===== src/logic/wibs_consts.svh =====
// offsets, fields and timing counts of the wake sense block
`ifndef WIBS_CONSTS_SVH
`define WIBS_CONSTS_SVH
`define WIBS_OFF_BIAS_CTRL 12'h000
`define WIBS_OFF_WAKE_EN 12'h004
`define WIBS_OFF_MODE 12'h008
`define WIBS_OFF_EVT_STAT 12'h00c
`define WIBS_OFF_LVL_STAT 12'h010
`define WIBS_OFF_IRQ_EN 12'h014
`define WIBS_OFF_IRQ_CLR 12'h018
`define WIBS_OFF_SLEEP_REQ 12'h01c
`define WIBS_OFF_FUNC_STAT 12'h020
`define WIBS_BIAS_NONE 2'h0
`define WIBS_BIAS_DOWN 2'h1
`define WIBS_BIAS_UP 2'h2
`define WIBS_BIAS_AUTO 2'h3
`define WIBS_MODE_CYCLIC_BIT 0
`define WIBS_MODE_MEAS_BIT 1
`define WIBS_MODE_LOWPWR_BIT 2
`define WIBS_MODE_FOTEST_BIT 3
`define WIBS_MODE_GPIO_BIT 4
`define WIBS_MODE_OTHERWK_BIT 5
`define WIBS_EVT_WAKE_BIT 0
`define WIBS_EVT_FAULT_BIT 1
`define WIBS_FILTER_NS 16000
`define WIBS_CLK_NS 40
`define WIBS_FILTER_CYC (`WIBS_FILTER_NS / `WIBS_CLK_NS)
`endif


===== src/logic/wibs_pkg.sv =====
// types of the wake sense block
package wibs_pkg;
  typedef struct packed {
    logic [11:0] paddr;
    logic psel;
    logic penable;
    logic pwrite;
    logic [31:0] pwdata;
  } wibs_apb_req_s;
  typedef struct packed {
    logic [31:0] prdata;
    logic pready;
    logic pslverr;
  } wibs_apb_rsp_s;
  typedef enum logic [1:0] {
    WIBS_RUN_NORMAL,
    WIBS_RUN_SLEEP,
    WIBS_RUN_RESTART
  } wibs_run_e;
endpackage


===== src/logic/wibs_core.sv =====
// wake input bias, sense, filter and measurement control with apb registers
`timescale 1ns/1ps
`include "wibs_consts.svh"
// Functional notes
// - bias code 00 gives no source and is reset, 01 pull-down, 10 pull-up.
// - bias code 11 pulls up while level is high and down while low.
// - in low power, cyclic sensing samples the pin only during high-side on time.
// - a cyclic sample differing from the last one raises a wake event.
// - measure select routes the sense pin voltage to the fail/gpio pin.
// - measure select disables fail out, its test bit, gpio and wake.
// - measure select turns off both bias sources and blocks wake.
// - measure select ignores stored bias, and wake enable for wake events, but keeps writes.
// - measure select stops wake events setting event status and clears level status.
// - measure with only this wake source turns sleep into restart + fault.
// - static sensing filters level changes for 16 us (13 to 20 us).
// - each new crossing restarts the filter.
// - both edges signal: interrupt when awake, wake-up when asleep.
// - cyclic sensing reports the last sampled level.
module wibs_core (
  input wire logic i_clk, // 25 MHz clock
  input wire logic i_reset, // sync reset, active high
  input wire logic [11:0] i_paddr, // apb address
  input wire logic i_psel, // apb select
  input wire logic i_penable, // apb enable
  input wire logic i_pwrite, // apb write
  input wire logic [31:0] i_pwdata, // apb write data
  output logic [31:0] o_prdata, // apb read data
  output logic o_pready, // apb ready
  output logic o_pslverr, // apb error
  input wire logic i_hv_sense_pin, // comparator output of sense pin
  input wire logic i_high_side_on, // timer high-side on phase
  output logic o_pull_up_en, // pull-up source enable
  output logic o_pull_down_en, // pull-down source enable
  output logic o_meas_route_en, // route pin voltage to fail/gpio pin
  output logic o_fail_out_en, // fail-output function allowed
  output logic o_fail_out_test_on, // effective fail out test
  output logic o_gpio_en, // gpio function allowed
  output logic o_wake_internal, // gated internal wake level
  output logic o_wake_event, // one-cycle wake pulse
  output logic o_wakeup_req, // wake-up request pulse when asleep
  output logic o_restart_req, // restart request pulse
  output logic o_irq // level interrupt
);
  typedef struct packed {
    logic [1:0] bias_select_field;
    logic wake_enable_reg;
    logic [5:0] mode;
    logic [1:0] wake_event_status;
    logic pin_level_status;
    logic [1:0] irq_en;
    logic sampled;
    logic hs_prev;
    logic sleeping;
    logic wake_pulse;
    logic wakeup_pulse;
    logic restart_pulse;
    logic [31:0] prdata;
    logic pslverr;
  } wibs_core_s;
  wibs_core_s st;
  wibs_core_s next_st;
  wibs_pkg::wibs_apb_req_s req;
  logic [1:0] pin_sync;
  logic hs_sync1;
  logic hs_sync2;
  logic flt_level;
  logic flt_change;
  logic meas;
  logic cyclic;
  logic lowpwr;
  logic wr_acc;
  logic rd_acc;
  logic sample_now;
  logic live_level;
  logic bias_level;
  logic [1:0] eff_bias;
  logic evt;

  assign req = '{paddr: i_paddr, psel: i_psel, penable: i_penable,
                 pwrite: i_pwrite, pwdata: i_pwdata};
  // pin and timer inputs cross into the clock domain
  always_ff @(posedge i_clk) begin
    if (i_reset) begin
      pin_sync <= 2'h0;
      hs_sync1 <= 1'b0;
      hs_sync2 <= 1'b0;
    end else begin
      pin_sync <= {pin_sync[0], i_hv_sense_pin};
      hs_sync1 <= i_high_side_on;
      hs_sync2 <= hs_sync1;
    end
  end

  wibs_filter #(
    .CYCLES(`WIBS_FILTER_CYC)
  ) u_filter (
    .i_clk(i_clk),
    .i_reset(i_reset),
    .i_level(pin_sync[1]),
    .o_level(flt_level),
    .o_change(flt_change)
  );

  assign meas = st.mode[`WIBS_MODE_MEAS_BIT];
  assign cyclic = st.mode[`WIBS_MODE_CYCLIC_BIT];
  assign lowpwr = st.mode[`WIBS_MODE_LOWPWR_BIT];
  assign wr_acc = req.psel && req.penable && req.pwrite;
  assign rd_acc = req.psel && !req.penable && !req.pwrite;
  // sample only in the high-side on phase in low power
  assign sample_now = cyclic && lowpwr && hs_sync2 && !st.hs_prev;
  // cyclic sensing shows the last sample
  assign live_level = cyclic ? st.sampled : flt_level;
  assign bias_level = cyclic ? st.sampled : pin_sync[1];
  // stored bias is ignored while measuring
  assign eff_bias = meas ? `WIBS_BIAS_NONE : st.bias_select_field;
  assign evt = cyclic ? (sample_now && (pin_sync[1] != st.sampled))
                      : flt_change;

  always_comb begin
    next_st = st;
    next_st.wake_pulse = 1'b0;
    next_st.wakeup_pulse = 1'b0;
    next_st.restart_pulse = 1'b0;
    next_st.pslverr = 1'b0;
    next_st.hs_prev = hs_sync2;
    if (sample_now && !meas) begin
      next_st.sampled = pin_sync[1];
    end
    if (rd_acc) begin
      unique case (req.paddr)
        `WIBS_OFF_BIAS_CTRL: next_st.prdata = {30'h0, st.bias_select_field};
        `WIBS_OFF_WAKE_EN: next_st.prdata = {31'h0, st.wake_enable_reg};
        `WIBS_OFF_MODE: next_st.prdata = {26'h0, st.mode};
        `WIBS_OFF_EVT_STAT: next_st.prdata = {30'h0, st.wake_event_status};
        `WIBS_OFF_LVL_STAT: next_st.prdata = {31'h0, st.pin_level_status};
        `WIBS_OFF_IRQ_EN: next_st.prdata = {30'h0, st.irq_en};
        `WIBS_OFF_FUNC_STAT:
          next_st.prdata = {29'h0, st.sleeping, o_pull_up_en, o_pull_down_en};
        `WIBS_OFF_IRQ_CLR, `WIBS_OFF_SLEEP_REQ: next_st.prdata = 32'h0;
        default: begin
          next_st.prdata = 32'h0;
          next_st.pslverr = 1'b1;
        end
      endcase
    end else if (req.psel && !req.penable && req.pwrite) begin
      next_st.pslverr = !(req.paddr inside {`WIBS_OFF_BIAS_CTRL,
        `WIBS_OFF_WAKE_EN, `WIBS_OFF_MODE, `WIBS_OFF_IRQ_EN,
        `WIBS_OFF_IRQ_CLR, `WIBS_OFF_SLEEP_REQ});
    end else if (req.psel && req.penable) begin
      next_st.pslverr = st.pslverr;
    end
    if (wr_acc) begin
      unique case (req.paddr)
        // writes are stored even while measuring
        `WIBS_OFF_BIAS_CTRL: next_st.bias_select_field = req.pwdata[1:0];
        `WIBS_OFF_WAKE_EN: next_st.wake_enable_reg = req.pwdata[0];
        `WIBS_OFF_MODE: next_st.mode = req.pwdata[5:0];
        `WIBS_OFF_IRQ_EN: next_st.irq_en = req.pwdata[1:0];
        `WIBS_OFF_IRQ_CLR:
          next_st.wake_event_status = st.wake_event_status & ~req.pwdata[1:0];
        `WIBS_OFF_SLEEP_REQ: begin
          if (req.pwdata[0]) begin
            // sleep refused when only this source is valid
            if (meas && st.wake_enable_reg &&
                !st.mode[`WIBS_MODE_OTHERWK_BIT]) begin
              next_st.wake_event_status[`WIBS_EVT_FAULT_BIT] = 1'b1;
              next_st.restart_pulse = 1'b1;
            end else begin
              next_st.sleeping = 1'b1;
            end
          end
        end
        default: begin
        end
      endcase
    end
    // level cleared from the cycle a measure write completes
    if (next_st.mode[`WIBS_MODE_MEAS_BIT]) begin
      next_st.pin_level_status = 1'b0;
    end else begin
      next_st.pin_level_status = live_level;
    end
    // wake enable only counts outside measurement
    if (evt && !meas && st.wake_enable_reg) begin
      next_st.wake_event_status[`WIBS_EVT_WAKE_BIT] = 1'b1;
      next_st.wake_pulse = 1'b1;
      // asleep: wake the device, awake: interrupt
      if (st.sleeping) begin
        next_st.wakeup_pulse = 1'b1;
        next_st.sleeping = 1'b0;
      end
    end
  end

  always_ff @(posedge i_clk) begin
    if (i_reset) begin
      st <= '0;
    end else begin
      st <= next_st;
    end
  end

  always_comb begin
    o_pull_up_en = 1'b0;
    o_pull_down_en = 1'b0;
    unique case (eff_bias)
      `WIBS_BIAS_DOWN: o_pull_down_en = 1'b1;
      `WIBS_BIAS_UP: o_pull_up_en = 1'b1;
      `WIBS_BIAS_AUTO: begin
        o_pull_up_en = bias_level;
        o_pull_down_en = !bias_level;
      end
      default: begin
      end
    endcase
  end

  assign o_meas_route_en = meas;
  assign o_fail_out_en = !meas;
  assign o_fail_out_test_on = st.mode[`WIBS_MODE_FOTEST_BIT] && !meas;
  assign o_gpio_en = st.mode[`WIBS_MODE_GPIO_BIT] && !meas;
  assign o_wake_internal = meas ? 1'b0 : live_level;
  assign o_wake_event = st.wake_pulse;
  assign o_wakeup_req = st.wakeup_pulse;
  assign o_restart_req = st.restart_pulse;
  assign o_irq = |(st.wake_event_status & st.irq_en) && !st.sleeping;
  assign o_prdata = st.prdata;
  assign o_pready = 1'b1;
  assign o_pslverr = st.pslverr && req.psel && req.penable;

  meas_bias_off_a: assert property (@(posedge i_clk) disable iff (i_reset)
    meas |-> !o_pull_up_en && !o_pull_down_en)
    else $error("bias active in measurement");
  auto_bias_a: assert property (@(posedge i_clk) disable iff (i_reset)
    (eff_bias == `WIBS_BIAS_AUTO) |-> o_pull_up_en == bias_level
      && o_pull_down_en == !bias_level)
    else $error("auto bias wrong");
  fixed_bias_a: assert property (@(posedge i_clk) disable iff (i_reset)
    (eff_bias == `WIBS_BIAS_UP) |-> o_pull_up_en && !o_pull_down_en)
    else $error("pull-up code wrong");
  // level cleared in the same cycle that measurement starts
  level_cleared_a: assert property (@(posedge i_clk) disable iff (i_reset)
    meas |-> st.pin_level_status == 1'b0)
    else $error("level status not cleared");
  evt_frozen_a: assert property (@(posedge i_clk) disable iff (i_reset)
    meas && $past(meas) && !$past(wr_acc)
      |-> $stable(st.wake_event_status))
    else $error("event status changed in measurement");
  sleep_refused_a: assert property (@(posedge i_clk) disable iff (i_reset)
    st.restart_pulse |-> st.wake_event_status[`WIBS_EVT_FAULT_BIT]
      && !st.sleeping)
    else $error("restart without fault flag");
  meas_funcs_off_a: assert property (@(posedge i_clk) disable iff (i_reset)
    meas |-> !o_fail_out_en && !o_gpio_en && !o_fail_out_test_on
      && !o_wake_internal)
    else $error("function active in measurement");
  // sample holds outside the on phase
  sample_hold_a: assert property (@(posedge i_clk) disable iff (i_reset)
    !$past(sample_now) |-> $stable(st.sampled))
    else $error("sample changed off phase");
  wakeup_sleep_a: assert property (@(posedge i_clk) disable iff (i_reset)
    st.wakeup_pulse |-> $past(st.sleeping) && st.wake_pulse)
    else $error("wake-up without sleep");
endmodule


===== src/logic/wibs_filter.sv =====
// restartable level filter for the static sense path
`timescale 1ns/1ps
`include "wibs_consts.svh"
module wibs_filter #(
  parameter int CYCLES = `WIBS_FILTER_CYC
) (
  input wire logic i_clk, // system clock
  input wire logic i_reset, // sync reset
  input wire logic i_level, // synchronised raw level
  output logic o_level, // filtered level
  output logic o_change // one-cycle pulse on accepted change
);
  typedef struct packed {
    logic level;
    logic change;
    logic [15:0] cnt;
  } wibs_flt_s;
  wibs_flt_s st;
  wibs_flt_s next_st;
  always_comb begin
    next_st = st;
    next_st.change = 1'b0;
    if (i_level == st.level) begin
      next_st.cnt = 16'h0000;
    end else if (st.cnt == 16'(CYCLES - 1)) begin
      next_st.level = i_level;
      next_st.change = 1'b1;
      next_st.cnt = 16'h0000;
    end else begin
      next_st.cnt = st.cnt + 16'h0001;
    end
  end
  always_ff @(posedge i_clk) begin
    if (i_reset) begin
      st <= '0;
    end else begin
      st <= next_st;
    end
  end
  assign o_level = st.level;
  assign o_change = st.change;
  filter_hold_a: assert property (@(posedge i_clk) disable iff (i_reset)
    $rose(st.change) |-> $past(st.cnt) == 16'(CYCLES - 1))
    else $error("filter accepted early");
endmodule


===== config.mk =====
export PLATFORM = sky130hd
export DESIGN_NAME = wibs_core
export DESIGN_NICKNAME = d
export VERILOG_FILES = /design/src/logic/wibs_pkg.sv /design/src/logic/wibs_core.sv /design/src/logic/wibs_filter.sv
export VERILOG_INCLUDE_DIRS = /design/src /design/src/logic
export SDC_FILE = /design/constraint.sdc
export NUM_CORES = 1
export LEC_CHECK = 0
export BUFFER_PORTS_ARGS = -buffer_cell sky130_fd_sc_hd__buf_2
export CORE_MARGIN = 3
export CORE_UTILIZATION = 53
export CTS_CLUSTER_SIZE = 10
export DETAILED_ROUTE_END_ITERATION = 8
export PLACE_DENSITY = 0.93
export SLEW_MARGIN = 20
export SYNTH_ARGS = -nofsm -noshare
export SYNTH_HDL_FRONTEND = slang
export SYNTH_SLANG_ARGS = --single-unit

===== constraint.sdc =====
create_clock -name i_clk -period 4.7 [get_ports i_clk]
set_clock_uncertainty 0.1 [all_clocks]
set_input_delay 0.235 -clock i_clk [delete_from_list [all_inputs] [get_ports i_clk]]
set_output_delay 0.235 -clock i_clk [all_outputs]
set_load 0.05 [all_outputs]

* Word-level counts from Yosys, hierarchy flattened
Cells that the tools add are included.
Widths: inputs -> output; s select.
** Storage, ports and cells
- Flip-flop bits (word level) :: 75
- Input port bits :: 51
- Output and inout port bits :: 45
- Logic and storage cells :: 122
** Cells by class
- Add/subtract/negate cells :: 1
- Equal/unequal tests :: 17
- Mux-type cells :: 28
- Bitwise gates (word level) :: 8
- Reductions and logical operators :: 46
** Operators by type and width (count)
- $eq 12x5->1 const B :: 4
- $pmux 6 s7 :: 1
- $eq 12x4->1 const B :: 2
- $mux 1 :: 20
- $logic_and 1x1->1 :: 19
- $add 16x1->16 const B :: 1
- $eq 16x9->1 const B :: 1
- $eq 12x3->1 const B :: 1
- $eq 12x6->1 const B :: 1
- $logic_not 12->1 :: 1
- $reduce_and 2->1 :: 6
- $reduce_or 9->1 :: 1
- $logic_not 1->1 :: 8
- $reduce_or 2->1 :: 4
- $pmux 1 s2 :: 3
- $reduce_bool 2->1 :: 3
- $reduce_bool 6->1 :: 1
- $not 1->1 :: 5
- $and 2x2->2 :: 2
- $eq 2x2->1 const B :: 2
- $mux 2 :: 2
- $mux 4 :: 1
- $reduce_and 4->1 :: 1
- $reduce_or 4->1 :: 1
- 9 further kinds :: 9

* Logic depth before layout (Yosys ltp)
Gate-level depths: netlist of the first run.
- Depth in word-level cells :: 9
- Mapped depth :: 7
- Gate-level depth less buffers :: 5

* Cells and area by module
A second synthesis of the first run with hierarchy kept.
** Second synthesis, totals
- Cells, all modules :: 302
- Area total of the unflattened synthesis :: 2640.0 um2
** By module, submodules not included
- wibs_core :: instances 1, cells an instance 216, area an instance 1849.3 um2, seq. area each 620.6 um2
- wibs_filter :: instances 1, cells an instance 86, area an instance 790.8 um2, seq. area each 360.3 um2

* Least setup slack after synthesis of the first run
Ideal clock, no wire load.
- Kind :: flip-flop to output port
- From :: reg st, in the netlist o_meas_route_en
- To :: out o_pull_up_en
- Data arrival time :: 1.952 ns
- Data required time :: 4.365 ns
- Slack :: 2.413 ns
- Cell stages (with the launch flop) :: 3
- Path buffers :: 1
- Path through :: dfxtp_1 clkbuf_1 a211oi_1
** Between the ends
- Cells in the longest elaborated chain, start to end :: 3
- Elaborated cells between the ends (all ways) :: 4
- Classes of those cells :: eq/ne (2); mux (2)
** RTL lines
- start: declaration :: RTL line wibs_core.sv:60 : wibs_core_s st;
- start signal: assignment :: RTL line wibs_core.sv:199 : st <= next_st;
- $mux 2 (*) :: RTL line wibs_core.sv:115 : assign eff_bias = meas ? `WIBS_BIAS_NONE : st.bias_select_field;
- $eq 2x2->1 :: RTL line wibs_core.sv:206 : unique case (eff_bias)
- $pmux 1 s2 (*) :: RTL line wibs_core.sv:206
- end: declaration :: RTL line wibs_core.sv:32 : output logic o_pull_up_en,
Every way passes the cells marked *; elsewhere a longest branch is shown, timed or not.

* Worst setup path after layout of the first run
- From :: reg st, in the netlist cyclic
- To :: out o_pull_down_en
** Between the ends
- Cells in the longest elaborated chain, start to end :: 3
** RTL lines
- $mux 1 :: RTL line wibs_core.sv:113 : assign bias_level = cyclic ? st.sampled : pin_sync[1];
- $logic_not 1->1 :: RTL line wibs_core.sv:211 : o_pull_down_en = !bias_level;
- $pmux 1 s2 :: RTL line wibs_core.sv:206
- end: declaration :: RTL line wibs_core.sv:33 : output logic o_pull_down_en,
Every way passes these cells.

==> results of run 1 <==
## cells in the mapped netlist (3+ instances only)
library cell	number	area share [%]
nor2_1	24	3.4
nor3_1	9	1.7
inv_1	6	0.86
xnor2_1	4	1.3
dfxtp_1	49	37
or3_1	3	0.72
nor4_1	4	0.96
a21oi_1	20	3.8
and2_1	3	0.72
o31ai_1	3	0.86
xor2_1	10	3.3
buf_4	33	9.5
clkbuf_1	13	1.9
mux2i_1	4	1.5
o21ai_0	5	0.96
nor2b_1	11	2.6
or4_1	4	1.1
nand4_1	11	2.6
nand2b_1	3	0.72
and3_1	8	1.9
nand2_1	14	2.0
o21ai_1	7	1.3
nand3_1	22	4.2
## registers in the layout, summed over array words and instances (netlist names), 2 cells and up
register,count
o_prdata,6
st,15
pin_sync,2
u_filter.st,16
## logic make-up (layout without fill, tap and decap cells)
kind of cell	count (synthesis)	after routing	share of synthesized area, %
and+or+nand+nor	128	128	27.5
other	2	27	0.287
muxes	7	7	3.25
DFF	49	49	37.5
buffers and inverters	56	56	13.4
adders and majority gates	1	1	0.478
xor gates and xnor gates	14	14	4.69
AOI/OAI and AO/OA	53	53	13.0
## metrics by stage
step           setup WS [ps]  util, %  hold WS, ps
2_1_floorplan           2410        -          263
3_3_place_gp            2520     58.6          317
3_5_place_dp            2500     58.6          325
4_1_cts                 2790     61.0         32.0
5_1_grt                 2580     61.0         35.3
6_report                2790     61.0         35.9
## power breakdown
group          total (mW)  switching (mW)  internal (mW)
combinational      0.0936          0.0776         0.0161
clock               0.303           0.144          0.159
sequential          0.419         0.00137          0.418
total               0.816           0.223          0.593
## worst paths after layout
kind	start	endpoint	slack, ps
min reg2reg	pin_sync[0]	pin_sync[1]	340
max	cyclic	o_pull_down_en	2790
max reg2reg	u_filter.st[0]	u_filter.st[3]	2790
min	i_hv_sense_pin	pin_sync[0]	40
## metal layers
metal,routed length (um),up-vias
met5,0,-
met4,76,0
met3,479,8
met2,2610,101
met1,2340,1018
li1,-,1092
## layout make-up
type	count	area [um^2]	share of cell area (%)
clock buffers	5	68.8	2.47
clock inverters	3	43.8	1.57
inverters	6	22.5	0.808
multi-input cells	230	1380	49.5
flip-flops and latches	49	981	35.2
well taps	65	81.3	2.92
repair buffers	42	210	7.54
## critical path, stage by stage (launching register included)
cell and delay (ps):
dfxtp_1 470, mux2i_1 390, o21a_1 150, buf_2 250
==> reports/results.ini, run 1 <==
[outcome]
outcome = complete, no violations

[placement]
port-buffer-count = 42
dp_hpwl_um = 4060
gp_congestion = 0.945
dpl.cell_count = 392
dpl_cell_area_um2 = 2670

[finish]
area_growth_syn_to_layout_pct = 6.50
layout_common_cells = dfxtp_1, buf_2, conb_1
fin_nets = 386
final_common_cell = dfxtp_1
drive_gt1_share_pct = 17.9
n_fill_cell = 411
layout.cells.non_filler = 400
fin_area_um2 = 2790
antenna_cells = 0

[detailed_routing]
firstDrtPassIters = 4
drc = 0
wl_per_cell_um = 13.8
drt_iter0_drc = 155
routed_via_density = 5.55
wl_um = 5520
vias = 2219
ant_nets = 0

[timing]
min_period_over_period_pct = 40.7
period_needed_ps = 1910
max_freq_mhz = 523
tns_ps = 0
slew_violations = 0
tightest_slew_ps = 1100
setup_viol = 0
rsz0062_at_grt = no
hold_viol_final = 0
slew_headroom_pct = 26.2

[critical_path]
crit_fanout = 6
arrival_ps = 1580
critical_path.startpoint_type = flip-flop
worstPathRequired_ps = 4370
rr_worst_depth = 5
criticalPathCategory = flip-flop to output port
end_kind = output port

[cts]
path_clk_slew_ps = 90
cts_sinks = 49
clock_latency_ps = 310
htree_levels = 2
cts_setup_buffers = 0
numCtsBuffers = 5
cts_tree = yes
cts_buffer_depth = 2
root_buffer = clkbuf_8
cts-hold-fix-buffers = 0
post_cts_resized = 0

[floorplan]
die_area_um2 = 5820
coreArea_um2 = 4560
rows = 24
die_width_um = 76.3
boundaryPins = 96
initial_core_util_pct = 57.3
die_h_um = 76.3

[pwr]
power_uw = 816
p_leak_nw = 1.07
ir_drop_mv = 0.208
p_per_area_nw_per_um2 = 293

[global_route]
grt_max_degree = 36
grt.overflow.total = 0
met3_usage_pct = 4.14
globalRouteTotalUtil_pct = 18.9
grt_pass1_vias = 1927
met1_usage_pct = 24.9
top_usage_layer = met2
grt_first_pass_wirelength_um = 9100
antenna_found_initial = 0
use_met2_pct = 30.7

[run]
cap_viol_max_count = 0

[logic_synthesis]
synth_edf_count = 0
ys_seq_area_share_pct = 37.5
synthCells = 310
ys_ff_latch = 49
synth_ff_type = dfxtp_1
syn_area_um2 = 2620
avgSynthCellArea_um2 = 8.44
synth_warnings = 0
async_reset_ff_share_pct = 0
yosysUniqueCellTypes = 54

[hold_path]
min_path_cells = 2
hp-class = input pin to flip-flop

(Power assumes the default switching activity.)
==> run 2: changes to the inputs <==
- CORE_UTILIZATION: 53 -> 49
- PLACE_DENSITY: 0.93 -> 0.87
- clock period: 4.7 -> 1.8 ns (I/O delays scaled with it)
==> reports/results.ini, run 2 (synthesized netlist as in run 1, its figures left out) <==
[timing]
setup_viol = 0  ; unchanged
slew_violations = 0  ; unchanged
min_period_over_period_pct = 96.9
max_freq_mhz = 573
tns_ps = 0  ; unchanged
hold_viol_final = 0  ; unchanged
fin_ws_ps = 55.0  ; was 2790 ps
hold_slack_ps = 14.4  ; was 35.9 ps
period_needed_ps = 1740

[global_route]
grt_max_degree = 22  ; was 36
antenna_found_initial = 0  ; unchanged
grt_first_pass_wirelength_um = 10400  ; was 9100 um
globalRouteTotalUtil_pct = 20.4  ; was 18.9%
grt.overflow.total = 0  ; unchanged
grt_pass1_vias = 2277  ; was 1927

[cts]
path_clk_slew_ps = 90  ; about the same
cts_tree = yes  ; unchanged
cts_sinks = 49  ; unchanged
clock_latency_ps = 300  ; was 310 ps
root_buffer = clkbuf_8  ; unchanged
htree_levels = 2  ; unchanged
cts_setup_buffers = 0  ; unchanged
numCtsBuffers = 5  ; unchanged
cts_buffer_depth = 2  ; unchanged

[critical_path]
rr_worst_depth = 4  ; was 5
endpoint = o_pull_up_en  ; was o_pull_down_en
reg2reg_from = u_filter.st[8]  ; was u_filter.st[0]
arrival_ps = 1550  ; was 1580 ps
crit_chain = mux2i_2 > buf_4 > a211oi_2 > clkbuf_4  ; was mux2i_1 > o21a_1 > buf_2
cp-startpoint = pin_sync[1]  ; was cyclic
critical_path.startpoint_type = flip-flop  ; unchanged
crit_path_top_delay_cell = dfxtp_1  ; unchanged
crit_fanout = 5  ; was 6
r2r_end = u_filter.st[15]  ; was u_filter.st[3]
max_stage_delay_ps = 460  ; was 470 ps
worstPathRequired_ps = 1610  ; was 4370 ps
r2r_slack_ps = 170  ; was 2790 ps
end_kind = output port  ; unchanged
criticalPathCategory = flip-flop to output port  ; unchanged

[finish]
antenna_cells = 0  ; unchanged
fin_util_pct = 61.8  ; was 61.0%
drive_gt1_share_pct = 23.6  ; was 17.9%
largest_reg_flops = 16  ; unchanged
layout_common_cells = dfxtp_1, buf_2, conb_1  ; unchanged
fin_area_um2 = 3060  ; was 2790 um^2
area_growth_syn_to_layout_pct = 16.8  ; was 6.50%
n_fill_cell = 431  ; was 411
max_flop_register = u_filter.st  ; unchanged
fin_nets = 416  ; was 386
layout.cells.non_filler = 432  ; was 400
final_common_cell = dfxtp_1  ; unchanged

[detailed_routing]
ant_nets = 0  ; unchanged
drc = 0  ; unchanged
firstDrtPassIters = 5  ; was 4
vias = 2384  ; was 2219
wl_per_cell_um = 14.2  ; was 13.8 um
wl_um = 6140  ; was 5520 um
routed_via_density = 5.52  ; was 5.55
drt_iter0_drc = 198  ; was 155

[floorplan]
die_area_um2 = 6250  ; was 5820 um^2
rows = 25  ; was 24
boundaryPins = 96  ; unchanged
initial_core_util_pct = 52.9  ; was 57.3%
coreArea_um2 = 4940  ; was 4560 um^2
die_h_um = 79.1  ; was 76.3 um
die_width_um = 79.1  ; was 76.3 um

[run]
cap_viol_max_count = 0  ; unchanged

[pwr]
p_sw_share_pct = 26.9  ; was 27.3%
switchingPower_uw = 578  ; was 223 uW
p_int_mw = 1.57  ; was 593 uW
p_leak_nw = 1.20  ; was 1.07 nW
seq_power_share_pct = 50.9  ; was 51.3%
combPwrFrac_pct = 12.7  ; was 11.5%
clockPowerShare_pct = 36.4  ; was 37.2%
p_per_area_nw_per_um2 = 704  ; was 293 nW/um^2
ir_drop_mv = 0.408  ; was 0.208 mV
power_mw = 2.15  ; was 816 uW

[placement]
dpl_cell_area_um2 = 2840  ; was 2670 um^2
dp_hpwl_um = 4440  ; was 4060 um
port-buffer-count = 42  ; unchanged
dpl.cell_count = 415  ; was 392
post-place-ws_ps = -61.5  ; was 2500 ps
gp_congestion = 0.895  ; was 0.945

[hold_path]
hp-class = input pin to flip-flop  ; unchanged

[outcome]
outcome = complete, no violations  ; unchanged

-- run 2: what timing repair did --
item                       4_1_cts  5_1_grt
hold buffers                     9        0
setup endpoints to repair        2       12
pin swaps                        0        0
cloned                           0        0
hold endpoints to repair        10        0
gates resized for setup          2        3
-- run 2: layout make-up --
cell class,instances,area [um^2],area share [%]
clock buffers,6,72.6,2.37
clock inverters,2,38.8,1.27
multi-input cells,230,1390,45.6
repair buffers,72,463,15.1
well taps,67,83.8,2.74
flip-flops and latches,49,983,32.2
inverters,6,22.5,0.737
-- run 2: critical path: cells and delay by family, from the launching register on --
family / cells / cell delay, ps
AOI/OAI and AO/OA: 1 / 220
buffers and inverters: 2 / 430
DFF: 1 / 460
muxes: 1 / 150
-- run 2: worst min-delay path by stage --
| stage | cells after the start | startpoint | slack (ps) | endpoint |
|---|---|---|---|---|
| after CTS | 4 | i_penable | 10 | st[0] |
| after detailed placement | 2 | i_high_side_on | 210 | hs_sync1 |
| after floorplan | 1 | i_high_side_on | 120 | hs_sync1 |
| after global routing | 4 | i_penable | 30 | st[0] |
| final | 4 | i_penable | 10 | st[0] |
| after global placement | 2 | i_high_side_on | 200 | hs_sync1 |
-- run 2: power by group through the flow --
stage               logic, mW  registers (mW)  clock network [mW]
global placement        0.251            1.12                   0
floorplan               0.246            1.12                   0
global route            0.291            1.10               0.817
detailed placement      0.253            1.12                   0
finish                  0.273            1.09               0.783
CTS                     0.269            1.09               0.795
-- run 2: per-layer routing --
layer	up-vias	share of wire [%]	track usage, %
li1	1151	-	-
met1	1116	43	27.0
met2	102	47	34.1
met4	0	2.2	6.70
met5	-	0	0
met3	15	7.8	3.29
